`config.mk`:
```
export PLATFORM = sky130hd
export DESIGN_NAME = fpc_pad_bank
export DESIGN_NICKNAME = d
export VERILOG_FILES = /design/src/design/fpc_pkg.sv /design/src/design/fpc_reg_if.sv /design/src/design/fpc_bus_slave.sv /design/src/design/fpc_pad_bank.sv
export SDC_FILE = /design/constraint.sdc
export NUM_CORES = 1
export LEC_CHECK = 0
export ABC_AREA = 1
export BUFFER_PORTS_ARGS = -buffer_cell sky130_fd_sc_hd__buf_2
export CAP_MARGIN = 10
export CORE_ASPECT_RATIO = 0.6
export CORE_MARGIN = 2
export CORE_UTILIZATION = 30
export DETAILED_ROUTE_END_ITERATION = 6
export PLACE_DENSITY = 0.58
export SLEW_MARGIN = 20
export SYNTH_ARGS = -nofsm -noshare
export SYNTH_HDL_FRONTEND = slang
export SYNTH_HIERARCHICAL = 1
export SYNTH_SLANG_ARGS = --single-unit
```
`constraint.sdc`:
```
create_clock -name ref_clk_in -period 2.15 [get_ports ref_clk_in]
set_input_delay 0.3225 -clock ref_clk_in [delete_from_list [all_inputs] [get_ports ref_clk_in]]
set_output_delay 0.3225 -clock ref_clk_in [all_outputs]
set_load 0.005 [all_outputs]
```
`src/design/fpc_pkg.sv`:
```
// package: register map, field layout and reset values of the flash port pad bank
package fpc_pkg;

	// ----------------------------------------------------------------
	// register byte offsets
	// ----------------------------------------------------------------
	localparam logic [7:0] FPC_OFF_SUPPLY  = 8'h00;
	localparam logic [7:0] FPC_OFF_CLOCK   = 8'h04;
	localparam logic [7:0] FPC_OFF_DATA0   = 8'h08;
	localparam logic [7:0] FPC_OFF_DATA1   = 8'h0c;
	localparam logic [7:0] FPC_OFF_DATA2   = 8'h10;
	localparam logic [7:0] FPC_OFF_DATA3   = 8'h14;
	localparam logic [7:0] FPC_OFF_SELECT  = 8'h18;

	// ----------------------------------------------------------------
	// pad register fields
	// ----------------------------------------------------------------
	localparam int FPC_PADS            = 6;
	localparam int FPC_PAD_W           = 8;
	localparam int FPC_BIT_OUT_DIS     = 7;
	localparam int FPC_BIT_IN_GATE     = 6;
	localparam int FPC_DRIVE_HI        = 5;
	localparam int FPC_DRIVE_LO        = 4;
	localparam int FPC_BIT_PULL_UP     = 3;
	localparam int FPC_BIT_PULL_DOWN   = 2;
	localparam int FPC_BIT_HYST        = 1;
	localparam int FPC_BIT_EDGE_FAST   = 0;
	localparam int FPC_BIT_SUPPLY      = 0;

	// pad index: clock, data0..3, select
	localparam int FPC_IDX_CLOCK  = 0;
	localparam int FPC_IDX_SELECT = 5;

	// ----------------------------------------------------------------
	// reset values
	// ----------------------------------------------------------------
	localparam logic       FPC_RST_SUPPLY = 1'b0;
	localparam logic [7:0] FPC_RST_CLOCK  = 8'h56;
	localparam logic [7:0] FPC_RST_DATA   = 8'h52;
	localparam logic [7:0] FPC_RST_SELECT = 8'h5a;

	// drive codes
	localparam logic [1:0] FPC_DRV_2MA  = 2'h0;
	localparam logic [1:0] FPC_DRV_4MA  = 2'h1;
	localparam logic [1:0] FPC_DRV_8MA  = 2'h2;
	localparam logic [1:0] FPC_DRV_12MA = 2'h3;

	// bank supply level, one setting shared by all six pads
	typedef enum logic [1:0] {
		FPC_SUPPLY_3V3,
		FPC_SUPPLY_1V8
	} fpc_supply_t;

endpackage : fpc_pkg

```
`src/design/fpc_reg_if.sv`:
```
// interface: register write strobe and read-back data between bus slave and pad registers
`timescale 1ns/1ps
`default_nettype none
interface fpc_reg_if;
	logic        wr_en;
	logic [7:0]  addr;
	logic [31:0] wdata;
	logic [3:0]  be;
	logic [31:0] rdata;
	logic        hit;

	modport slave (output wr_en, output addr, output wdata, output be, input rdata, input hit);
	modport regs  (input wr_en, input addr, input wdata, input be, output rdata, output hit);
endinterface : fpc_reg_if
`default_nettype wire

```
`src/design/fpc_bus_slave.sv`:
```
// module: avalon-mm slave front end with one wait state per access
`timescale 1ns/1ps
`default_nettype none
module fpc_bus_slave
	import fpc_pkg::*;
(
	input  wire logic        ref_clk_in,
	input  wire logic        rst_in,
	input  wire logic [7:0]  address_in,
	input  wire logic        read_in,
	input  wire logic        write_in,
	input  wire logic [31:0] writedata_in,
	input  wire logic [3:0]  byteenable_in,
	output logic [31:0]      readdata_out,
	output logic             waitrequest_out,
	output logic             response_err_out,
	fpc_reg_if.slave         rif
);
	// ----------------------------------------------------------------
	// access sequencing
	// ----------------------------------------------------------------
	// every access holds waitrequest high in its first cycle; the second
	// cycle drops it, so all bus-side outputs come from flip-flops
	logic busy_q;

	assign rif.addr  = address_in;
	assign rif.wdata = writedata_in;
	assign rif.be    = byteenable_in;
	assign rif.wr_en = write_in && busy_q && !read_in;

	always_ff @(posedge ref_clk_in) begin
		if (rst_in) begin
			busy_q <= 1'b0;
		end else if ((read_in || write_in) && !busy_q) begin
			busy_q <= 1'b1;
		end else begin
			busy_q <= 1'b0;
		end
	end

	always_ff @(posedge ref_clk_in) begin
		if (rst_in) begin
			waitrequest_out <= 1'b1;
		end else begin
			waitrequest_out <= !((read_in || write_in) && !busy_q);
		end
	end

	always_ff @(posedge ref_clk_in) begin
		if (rst_in) begin
			readdata_out     <= 32'h0000_0000;
			response_err_out <= 1'b0;
		end else if ((read_in || write_in) && !busy_q) begin
			readdata_out     <= read_in ? rif.rdata : 32'h0000_0000;
			response_err_out <= !rif.hit;
		end
	end
endmodule : fpc_bus_slave
`default_nettype wire

```
`src/design/fpc_pad_bank.sv`:
```
// module: flash port pad control bank, six pad registers plus supply level
`timescale 1ns/1ps
`default_nettype none

module fpc_pad_bank
	import fpc_pkg::*;
#(
	parameter int PADS = FPC_PADS
) (
	input  wire logic             ref_clk_in,
	input  wire logic             rst_in,
	input  wire logic [7:0]       address_in,
	input  wire logic             read_in,
	input  wire logic             write_in,
	input  wire logic [31:0]      writedata_in,
	input  wire logic [3:0]       byteenable_in,
	output logic [31:0]           readdata_out,
	output logic                  waitrequest_out,
	output logic [1:0]            response_out,
	input  wire logic [PADS-1:0]  periph_oe_in,
	input  wire logic [PADS-1:0]  periph_out_in,
	output logic [PADS-1:0]       pad_drive_on_out,
	output logic [PADS-1:0]       pad_out_out,
	output logic [PADS-1:0]       input_gate_on_out,
	output logic [PADS*4-1:0]     pad_drive_legs_out,
	output logic [PADS-1:0]       pull_up_on_out,
	output logic [PADS-1:0]       pull_down_on_out,
	output logic [PADS-1:0]       hysteresis_on_out,
	output logic [PADS-1:0]       edge_rate_fast_out,
	output logic                  supply_1v8_out
);
	// ----------------------------------------------------------------
	// bus slave
	// ----------------------------------------------------------------
	fpc_reg_if rif ();
	logic      err_q;

	fpc_bus_slave u_slave (
		.ref_clk_in       (ref_clk_in),
		.rst_in           (rst_in),
		.address_in       (address_in),
		.read_in          (read_in),
		.write_in         (write_in),
		.writedata_in     (writedata_in),
		.byteenable_in    (byteenable_in),
		.readdata_out     (readdata_out),
		.waitrequest_out  (waitrequest_out),
		.response_err_out (err_q),
		.rif              (rif)
	);

	// slave error on unmapped offsets; kept as a bare flop bit so the
	// response needs no decode gate on its way out
	assign response_out = {err_q, 1'b0};

	// ----------------------------------------------------------------
	// registers
	// ----------------------------------------------------------------
	fpc_supply_t                supply_q;
	logic [FPC_PAD_W-1:0]       pad_q [PADS];
	logic [PADS-1:0]            pad_sel;

	function automatic logic [7:0] fpc_reset_of(input int idx);
		if (idx == FPC_IDX_CLOCK) begin
			return FPC_RST_CLOCK;
		end else if (idx == FPC_IDX_SELECT) begin
			return FPC_RST_SELECT;
		end else begin
			return FPC_RST_DATA;
		end
	endfunction : fpc_reset_of

	// supply-level register: one bit, everything above reads zero
	always_ff @(posedge ref_clk_in) begin
		if (rst_in) begin
			supply_q <= FPC_SUPPLY_3V3;
		end else if (rif.wr_en && rif.addr == FPC_OFF_SUPPLY && rif.be[0]) begin
			supply_q <= fpc_supply_t'(rif.wdata[FPC_BIT_SUPPLY]);
		end
	end

	genvar g;
	generate
		for (g = 0; g < PADS; g++) begin : g_pad
			// pads sit one word apart starting at the clock pad
			assign pad_sel[g] = (rif.addr == 8'(FPC_OFF_CLOCK + 4 * g));

			always_ff @(posedge ref_clk_in) begin
				if (rst_in) begin
					pad_q[g] <= fpc_reset_of(g);
				end else if (rif.wr_en && pad_sel[g] && rif.be[0]) begin
					// only the low byte is stored; upper lanes are dropped
					pad_q[g] <= rif.wdata[FPC_PAD_W-1:0];
				end
			end

			// pad cell controls, registered so every output is a flop
			always_ff @(posedge ref_clk_in) begin
				if (rst_in) begin
					pad_drive_on_out[g] <= 1'b0;
					pad_out_out[g]      <= 1'b0;
				end else begin
					// output disable outranks the peripheral's enable
					pad_drive_on_out[g] <= periph_oe_in[g] && !pad_q[g][FPC_BIT_OUT_DIS];
					pad_out_out[g]      <= periph_out_in[g];
				end
			end

			always_ff @(posedge ref_clk_in) begin
				if (rst_in) begin
					input_gate_on_out[g]    <= 1'b0;
					pad_drive_legs_out[g*4 +: 4] <= 4'h0;
					pull_up_on_out[g]       <= 1'b0;
					pull_down_on_out[g]     <= 1'b0;
					hysteresis_on_out[g]    <= 1'b0;
					edge_rate_fast_out[g]   <= 1'b0;
				end else begin
					input_gate_on_out[g]  <= pad_q[g][FPC_BIT_IN_GATE];
					case (pad_q[g][FPC_DRIVE_HI:FPC_DRIVE_LO])
						FPC_DRV_2MA:  pad_drive_legs_out[g*4 +: 4] <= 4'h1;
						FPC_DRV_4MA:  pad_drive_legs_out[g*4 +: 4] <= 4'h2;
						FPC_DRV_8MA:  pad_drive_legs_out[g*4 +: 4] <= 4'h4;
						FPC_DRV_12MA: pad_drive_legs_out[g*4 +: 4] <= 4'h8;
						default:      pad_drive_legs_out[g*4 +: 4] <= 4'h1;
					endcase
					pull_up_on_out[g]     <= pad_q[g][FPC_BIT_PULL_UP];
					pull_down_on_out[g]   <= pad_q[g][FPC_BIT_PULL_DOWN];
					hysteresis_on_out[g]  <= pad_q[g][FPC_BIT_HYST];
					edge_rate_fast_out[g] <= pad_q[g][FPC_BIT_EDGE_FAST];
				end
			end
		end
	endgenerate

	always_ff @(posedge ref_clk_in) begin
		if (rst_in) begin
			supply_1v8_out <= 1'b0;
		end else begin
			supply_1v8_out <= (supply_q == FPC_SUPPLY_1V8);
		end
	end

	// ----------------------------------------------------------------
	// read decode
	// ----------------------------------------------------------------
	always_comb begin
		rif.rdata = 32'h0000_0000;
		rif.hit   = 1'b0;
		if (rif.addr == FPC_OFF_SUPPLY) begin
			rif.rdata = {31'h0000_0000, supply_q == FPC_SUPPLY_1V8};
			rif.hit   = 1'b1;
		end else begin
			for (int i = 0; i < PADS; i++) begin
				if (pad_sel[i]) begin
					rif.rdata = {24'h00_0000, pad_q[i]};
					rif.hit   = 1'b1;
				end
			end
		end
	end

	// ----------------------------------------------------------------
	// per-pad checks
	// ----------------------------------------------------------------
	// one copy per pad, so a slip in a single pad's index or layout
	// cannot hide behind the spot checks above
	genvar k;
	generate
		for (k = 0; k < PADS; k++) begin : g_pad_chk

		end
	endgenerate
endmodule : fpc_pad_bank
`default_nettype wire

```
==> results of run 1 <==
state kept, by name, indices dropped and copies added, names as in the netlist:
name / flops
supply_q: 1
pull_up_on_out: 6
u_slave/response_err_out: 1
pull_down_on_out: 6
pad_drive_legs_out: 24
supply_1v8_out: 1
edge_rate_fast_out: 6
hysteresis_on_out: 6
u_slave/readdata_out: 32
u_slave/waitrequest_out: 1
u_slave/busy_q: 1
input_gate_on_out: 6
pad_drive_on_out: 6
pad_q: 48
pad_out_out: 6
worst min path at each step:
stage                           from  slack, ns  cells past startpoint             end
floorplan                     rst_in       0.41                      1  u_slave/busy_q
global placement         supply_q[0]       0.44                      2  supply_1v8_out
detailed placement       supply_q[0]       0.45                      2  supply_1v8_out
CTS                 periph_out_in[1]       0.09                      3  pad_out_out[1]
global route        periph_out_in[1]       0.09                      3  pad_out_out[1]
finish              periph_out_in[3]        0.1                      3  pad_out_out[3]
metal layers:
layer | routed length, µm | vias up | GRT usage, %
met3 | 1460 | 8 | 5.85
met4 | 176 | 0 | 4.78
met5 | 0 | - | 0
met1 | 8100 | 2044 | 22.1
li1 | - | 2406 | -
met2 | 5680 | 181 | 18.9
cell type report:
cell class              count  area, µm²
clock buffers              19        443
clock inverters            13        144
fillers                  2079      12400
inverters                 118        443
multi-input cells         402       1900
flip-flops and latches    151       3500
well taps                 273        342
repair buffers            145        781
power by group through the flow:
stage	clock network, µW	registers (µW)	logic (µW)
floorplan	0	3130	265
global placement	0	3130	415
detailed placement	0	3130	418
CTS	3030	3070	420
global route	3150	3080	468
finish	2950	3070	414
per-stage QoR:
stage          worst slack, ns  power [µW]  std cells  cell area [µm²]
4_1_cts                  0.470        6510       1121             7560
3_5_place_dp             0.333        3550       1089             6970
3_3_place_gp             0.360        3540       1089             6970
2_1_floorplan           0.0209        3400        718             6170
5_1_grt                  0.336        6690       1121             7560
6_report                 0.486        6430       1121             7560
worst min-delay path, delay by kind of cell:
family                 cells  cell delay [ns]
AND/OR/NAND/NOR            1             0.06
buffers and inverters      2             0.10
==> impl_metrics.env, run 1 <==
export IMPL_ant_nets=0
export IMPL_io_buffers=133
export IMPL_worst_path_buf_inv=3
export IMPL_mostFrequentLayoutCells="buf_2, nand2_1, dfxtp_1, inv_1, nor2_1"
export IMPL_cp_common_cell="buf_4"
export IMPL_p_per_area_mw_per_mm2=851
export IMPL_cp_endpoint="pad_q[4][4]"
export IMPL_skew_ns=0.0149
export IMPL_path_clk_slew_ns=0.06
export IMPL_core_mm2=0.0199
export IMPL_crit_family="buffers and inverters"
export IMPL_n_antenna_cell=0
export IMPL_slowest_delay_ns=0.37
export IMPL_startpoint="u_slave/busy_q"
export IMPL_clk_latency_ns=0.42
export IMPL_die_w_um=188
export IMPL_ios=162
export IMPL_numCtsBuffers=17
export IMPL_drive_gt1_share_pct=26.1
export IMPL_critPathCaptureType="flop"
export IMPL_post_route_min_period_ns=1.66
export IMPL_r2r_end="pad_q[4][4]"
export IMPL_first_pass_iters=5
export IMPL_crit_path_start_kind="flop"
export IMPL_drt_wl_total_um=15400
export IMPL_reg2regPathDepth=6
export IMPL_slowest_stage="dfxtp_1"
export IMPL_peakVddDrop_mv=0.548
export IMPL_required_ns=2.26
export IMPL_area_growth_pct=24.3
export IMPL_grt_overflow_total=0
export IMPL_critPathKind="reg -> reg"
export IMPL_maxCapViolCount=0
export IMPL_drc=0
export IMPL_post_route_util_pct=37.9
export IMPL_p_clk_share_pct=45.9
export IMPL_grt_max_degree=41
export IMPL_htree_levels=4
export IMPL_layout_commonest_cell="buf_2"
export IMPL_fin_tns_setup_ns=0
export IMPL_cts_tree="built"
export IMPL_wire_per_inst_um=13.8
export IMPL_max_freq_mhz=601
export IMPL_power_frac_comb_pct=6.4
export IMPL_r2r_setup_slack_ns=0.49
export IMPL_min_period_over_period_pct=77.4
export IMPL_rsz0062_at_grt="false"
export IMPL_cp_num_cells=6
export IMPL_worstPathMaxFanout=10
export IMPL_syn_area_mm2=0.00608
export IMPL_whs_ns=0.0999
export IMPL_cts_setup_buffers=0
export IMPL_internal_power_uw=4930
export IMPL_grt_pass1_wl_um=23700
export IMPL_nets=895
export IMPL_place_gp_congestion=0.812
export IMPL_crit_chain="inv_1 > nor3_1 > nand2_1 > buf_4 > o21ai_0 > buf_4"
export IMPL_slew_limit_headroom_pct=65.9
export IMPL_cts_resized=0
export IMPL_dp_hpwl_um=11500
export IMPL_worstReg2RegStart="u_slave/busy_q"
export IMPL_avgSynthCellArea_um2=8.76
export IMPL_synthCells=694
export IMPL_grt_pass1_vias=4233
export IMPL_worstMarginPinSlew_ns=0.508
export IMPL_rows=40
export IMPL_cp_arrival_ns=1.78
export IMPL_cts_root_buf="clkbuf_16"
export IMPL_cts_max_path_buffers=2
export IMPL_leakage_uw=0.00398
export IMPL_holdBufCountCts=0
export IMPL_hold_viol_final=0
export IMPL_run_status="complete, no violations"
export IMPL_drv_slew=0
export IMPL_setup_viol=0
export IMPL_first_iter_violations=404
export IMPL_p_sw_uw=1510
export IMPL_hold_class="in -> reg"
export IMPL_die_h_um=114
export IMPL_yosys_warnings=6
export IMPL_switching_share_pct=23.4
export IMPL_grt_antenna_before_repair=0
export IMPL_seq_power_share_pct=47.7
export IMPL_clock_sinks=151
export IMPL_viasPerCell=4.14
export IMPL_die_area_mm2=0.0215
export IMPL_start_util_pct=30.5
export IMPL_routed_via_count=4639
export IMPL_grt_util_all_layers_pct=14.8
Note: power is estimated with default switching activity, not from simulation.
==> run 2, diff against run 1 <==
Settings changed: PLACE_DENSITY 0.58 to 0.56.
Clock period 2.15 ns to 1.55 ns, I/O delays scaled along.
==> impl_metrics.env, run 2 (synthesis gave the netlist of run 1 again) <==
export IMPL_run_status="complete, no violations"
export IMPL_skew_ns=0.0105
export IMPL_layout_commonest_cell="buf_2"
export IMPL_grt_overflow_total=0
export IMPL_area_growth_pct=29.2
export IMPL_rows=40
export IMPL_post_route_min_period_ns=1.47
export IMPL_min_from="periph_oe_in[2]"
export IMPL_drive_gt1_share_pct=28.6
export IMPL_htree_levels=4
export IMPL_worstPathMaxFanout=11
export IMPL_clock_sinks=151
export IMPL_max_freq_mhz=682
export IMPL_critPathCaptureType="flop"
export IMPL_io_buffers=133
export IMPL_dpl_cell_count=1104
export IMPL_p_per_area_mw_per_mm2=1160
export IMPL_final_area_mm2=0.00786
export IMPL_grt_pass1_wl_um=25100
export IMPL_startpoint="u_slave/busy_q"
export IMPL_setup_viol=0
export IMPL_routed_via_count=4754
export IMPL_die_area_mm2=0.0215
export IMPL_placed_area_mm2=0.00717
export IMPL_grt_max_degree=67
export IMPL_cp_arrival_ns=1.64
export IMPL_drt_wl_total_um=16000
export IMPL_ios=162
export IMPL_drc=0
export IMPL_hold_class="in -> reg"
export IMPL_reg_top3="pad_q x48, u_slave/readdata_out x32, pad_drive_legs_out x24"
export IMPL_cts_root_buf="clkbuf_16"
export IMPL_mostFrequentLayoutCells="buf_2, nand2_1, dfxtp_1, inv_1, nor2_1"
export IMPL_ant_nets=0
export IMPL_numCtsBuffers=17
export IMPL_path_clk_slew_ns=0.07
export IMPL_clk_latency_ns=0.42
export IMPL_worstReg2RegStart="u_slave/busy_q"
export IMPL_min_period_over_period_pct=94.6
export IMPL_largest_reg_flops=48
export IMPL_hold_viol_final=0
export IMPL_critPathKind="reg -> reg"
export IMPL_regMostFlops="pad_q"
export IMPL_grt_util_all_layers_pct=15.7
export IMPL_cts_tree="built"
export IMPL_wire_per_inst_um=14.0
export IMPL_start_util_pct=30.5
export IMPL_die_w_um=188
export IMPL_core_mm2=0.0199
export IMPL_viasPerCell=4.16
export IMPL_grt_pass1_vias=4439
export IMPL_required_ns=1.72
export IMPL_dp_hpwl_um=11700
export IMPL_drv_slew=0
export IMPL_layout_cells_non_filler=1143
export IMPL_crit_path_start_kind="flop"
export IMPL_grt_antenna_before_repair=0
export IMPL_n_antenna_cell=0
export IMPL_nets=917
export IMPL_cts_max_path_buffers=2
export IMPL_first_iter_violations=274
export IMPL_die_h_um=114
export IMPL_first_pass_iters=4
export IMPL_leakage_uw=0.00411
export IMPL_peakVddDrop_mv=0.766
export IMPL_place_gp_congestion=0.846
export IMPL_maxCapViolCount=0
export IMPL_fin_tns_setup_ns=0
[run 2: changes by cell type in the layout (fill, tap and decap cells not counted), sizes merged]
| cell | delta |
|---|---|
| buf | +16 |
| bufinv | -2 |
| clkbuf | +4 |
| clkinv | -2 |
| dlygate4sd3 | +6 |
[run 2: cell type report]
| class | instances | area (µm²) |
|---|---|---|
| inverter | 118 | 445 |
| timing repair buffer | 167 | 977 |
| fill | 2065 | 12100 |
| sequential | 151 | 3500 |
| clock inverter | 9 | 73.8 |
| multi-input combinational | 402 | 1980 |
| tap | 273 | 342 |
| clock buffer | 23 | 532 |
[run 2: final timing paths]
path,to,slack (ns),depth (start not counted)
max,pad_q[4][1],0.08,7
min,pad_drive_on_out[2],0.03,3
max reg2reg,pad_q[4][1],0.08,7
min reg2reg,pad_drive_on_out[0],0.45,1
[run 2: critical path, stage by stage (launching register included)]
cell     delay, ns
dfxtp_2       0.33
inv_2         0.06
nor3_2        0.12
nand2_2       0.10
buf_12        0.17
nor3_4        0.24
buf_6         0.15
nand2_1       0.04
[run 2: timing repair]
action | CTS | global route
buffers inserted | 0 | 1
resized for setup | 0 | 4
hold endpoints to repair | 6 | 0
hold buffers | 6 | 0
setup endpoints to repair | 1 | 88
pin swaps | 1 | 4
cloned | 0 | 0
[run 2: report_power, final]
group / leakage [µW] / switching (µW) / internal, µW / total (µW)
combinational: 0.00254 / 388 / 228 / 616
clock: 0.000300 / 1760 / 2460 / 4210
sequential: 0.00127 / 55.7 / 4200 / 4250
[run 2: metal layers]
layer / routed length [µm] / track usage (%) / up-vias
met4: 92 / 4.25 / 0
li1: - / - / 2451
met5: 0 / 0 / -
met1: 8840 / 24.2 / 2174
met3: 825 / 4.23 / 7
met2: 6200 / 21.1 / 122
[run 2: stage by stage]
step	setup WS, ns	util, %	hold WS [ns]	total power, µW
global placement	-0.109	36.0	0.431	4940
global route	-0.00551	39.4	0.0155	9440
finish	0.0834	39.4	0.0308	9080
CTS	0.00655	39.4	0.000713	9210
floorplan	0.00211	-	0.316	4730
detailed placement	-0.133	36.0	0.439	4950
==> run 3, diff against run 2 <==
Settings changed: CELL_PAD_IN_SITES_DETAIL_PLACEMENT set to 1, CELL_PAD_IN_SITES_GLOBAL_PLACEMENT set to 2, PLACE_DENSITY 0.56 to 0.83.
==> impl_metrics.env, run 3 (synthesis gave the netlist of run 1 again) <==
export IMPL_run_status="complete, no violations"
export IMPL_slowest_delay_ns=0.33
export IMPL_post_route_min_period_ns=1.45
export IMPL_rsz0062_at_grt="false"
export IMPL_cts_tree="built"
export IMPL_ant_nets=0
export IMPL_grt_util_all_layers_pct=17.1
export IMPL_place_gp_congestion=0.815
export IMPL_mostFrequentLayoutCells="buf_2, nand2_1, dfxtp_1, inv_1, nor2_1"
export IMPL_post_route_util_pct=40.4
export IMPL_wire_per_inst_um=15.0
export IMPL_min_period_over_period_pct=93.3
export IMPL_layout_commonest_cell="buf_2"
export IMPL_critPathKind="reg -> reg"
export IMPL_cts_max_path_buffers=2
export IMPL_worstPathMaxFanout=11
export IMPL_max_freq_mhz=692
export IMPL_hold_class="in -> reg"
export IMPL_htree_levels=4
export IMPL_nets=932
export IMPL_clk_latency_ns=0.43
export IMPL_rows=40
export IMPL_ios=162
export IMPL_area_growth_pct=32.3
export IMPL_core_mm2=0.0199
export IMPL_die_w_um=188
export IMPL_clock_sinks=151
export IMPL_cts_root_buf="clkbuf_16"
export IMPL_slowest_stage="dfxtp_1"
export IMPL_cp_arrival_ns=1.63
export IMPL_skew_ns=0.0104
export IMPL_drv_slew=0
export IMPL_drc=0
export IMPL_io_buffers=133
export IMPL_crit_chain="inv_1 > nor3_2 > nand2_1 > buf_12 > nor3_4 > buf_4 > nand2_1"
export IMPL_hold_viol_final=0
export IMPL_start_util_pct=30.5
export IMPL_required_ns=1.73
export IMPL_first_iter_violations=244
export IMPL_dp_hpwl_um=12900
export IMPL_crit_family="simple AND/OR/NAND/NOR gates"
export IMPL_reg_top3="pad_q x48, u_slave/readdata_out x32, pad_drive_legs_out x24"
export IMPL_cp_common_cell="nand2_1"
export IMPL_grt_antenna_before_repair=0
export IMPL_die_area_mm2=0.0215
export IMPL_worst_path_buf_inv=3
export IMPL_critPathCaptureType="flop"
export IMPL_crit_path_start_kind="flop"
export IMPL_n_antenna_cell=0
export IMPL_grt_overflow_total=0
export IMPL_grt_pass1_vias=4966
export IMPL_regMostFlops="pad_q"
export IMPL_drive_gt1_share_pct=29.4
export IMPL_viasPerCell=4.26
export IMPL_peakVddDrop_mv=0.828
export IMPL_p_per_area_mw_per_mm2=1140
export IMPL_die_h_um=114
export IMPL_largest_reg_flops=48
export IMPL_leakage_uw=0.00421
export IMPL_routed_via_count=4937
export IMPL_grt_max_degree=38
export IMPL_first_pass_iters=4
export IMPL_setup_viol=0
export IMPL_fin_tns_setup_ns=0
export IMPL_maxCapViolCount=0
export IMPL_path_clk_slew_ns=0.06
export IMPL_drt_wl_total_um=17300
export IMPL_numCtsBuffers=17
export IMPL_grt_pass1_wl_um=27600
run 3: changes by cell type in the layout (fill, tap and decap cells not counted), moves of 2 or more:
cell,change
clkbuf_16,-2
dlygate4sd3_1,+2
buf_12,+7
clkinv_2,+3
bufinv_16,+2
buf_4,+7
clkbuf_8,-2
run 3: per-layer routing:
metal  wire [µm]  up-vias  part of all wire [%]  GRT usage [%]
li1            -     2482                     -              -
met1        8990     2296                    52           25.1
met2        6990      149                    40           24.0
met3        1210       10                   7.0           5.00
met4         137        0                  0.79           5.41
met5           0        -                     0              0
run 3: worst paths after layout:
kind / startpoint / endpoint / slack [ns] / depth (start not counted)
setup reg to reg: u_slave/busy_q / pad_q[5][4] / 0.10 / 7
hold / removal: periph_oe_in[2] / pad_drive_on_out[2] / 0.02 / 3
setup / recovery: u_slave/busy_q / pad_q[5][4] / 0.10 / 7
hold reg to reg: supply_q[0] / supply_1v8_out / 0.46 / 2
run 3: what timing repair did:
| item | CTS | global route |
|---|---|---|
| hold endpoints to repair | 8 | 0 |
| buffers inserted | 0 | 1 |
| endpoints found under the setup margin | 0 | 9 |
| hold buffers | 8 | 0 |
| gates resized for setup | 0 | 1 |
run 3: through the flow:
step | total power, µW | std cells | hold slack [ns] | setup slack, ns | area, µm²
floorplan | 4730 | 718 | 0.316 | 0.00211 | 6270
CTS | 9290 | 1157 | 0.000208 | 0.0479 | 8040
finish | 9180 | 1158 | 0.0178 | 0.104 | 8050
detailed placement | 5010 | 1117 | 0.444 | -0.141 | 7360
global placement | 5000 | 1117 | 0.433 | -0.113 | 7360
global route | 9550 | 1158 | 0.0214 | 0.00655 | 8050
run 3: area by class of cell:
class,instances,area [µm²]
clock buffers,19,454
clock inverters,13,141
fillers,2399,11900
inverters,118,445
multi-input cells,402,1980
flip-flops and latches,151,3500
well taps,273,342
repair buffers,182,1180
run 3: where the power goes:
group          total, µW  switching, µW  leakage [µW]  internal [µW]
registers           4250           55.6       0.00127           4200
logic                686            415       0.00264            271
clock network       4240           1760      0.000299           2480
run 3: worst min-delay path, cell delays in order:
cell	delay [ns]
buf_2	0.09
nand2_1	0.05
nor2_1	0.03
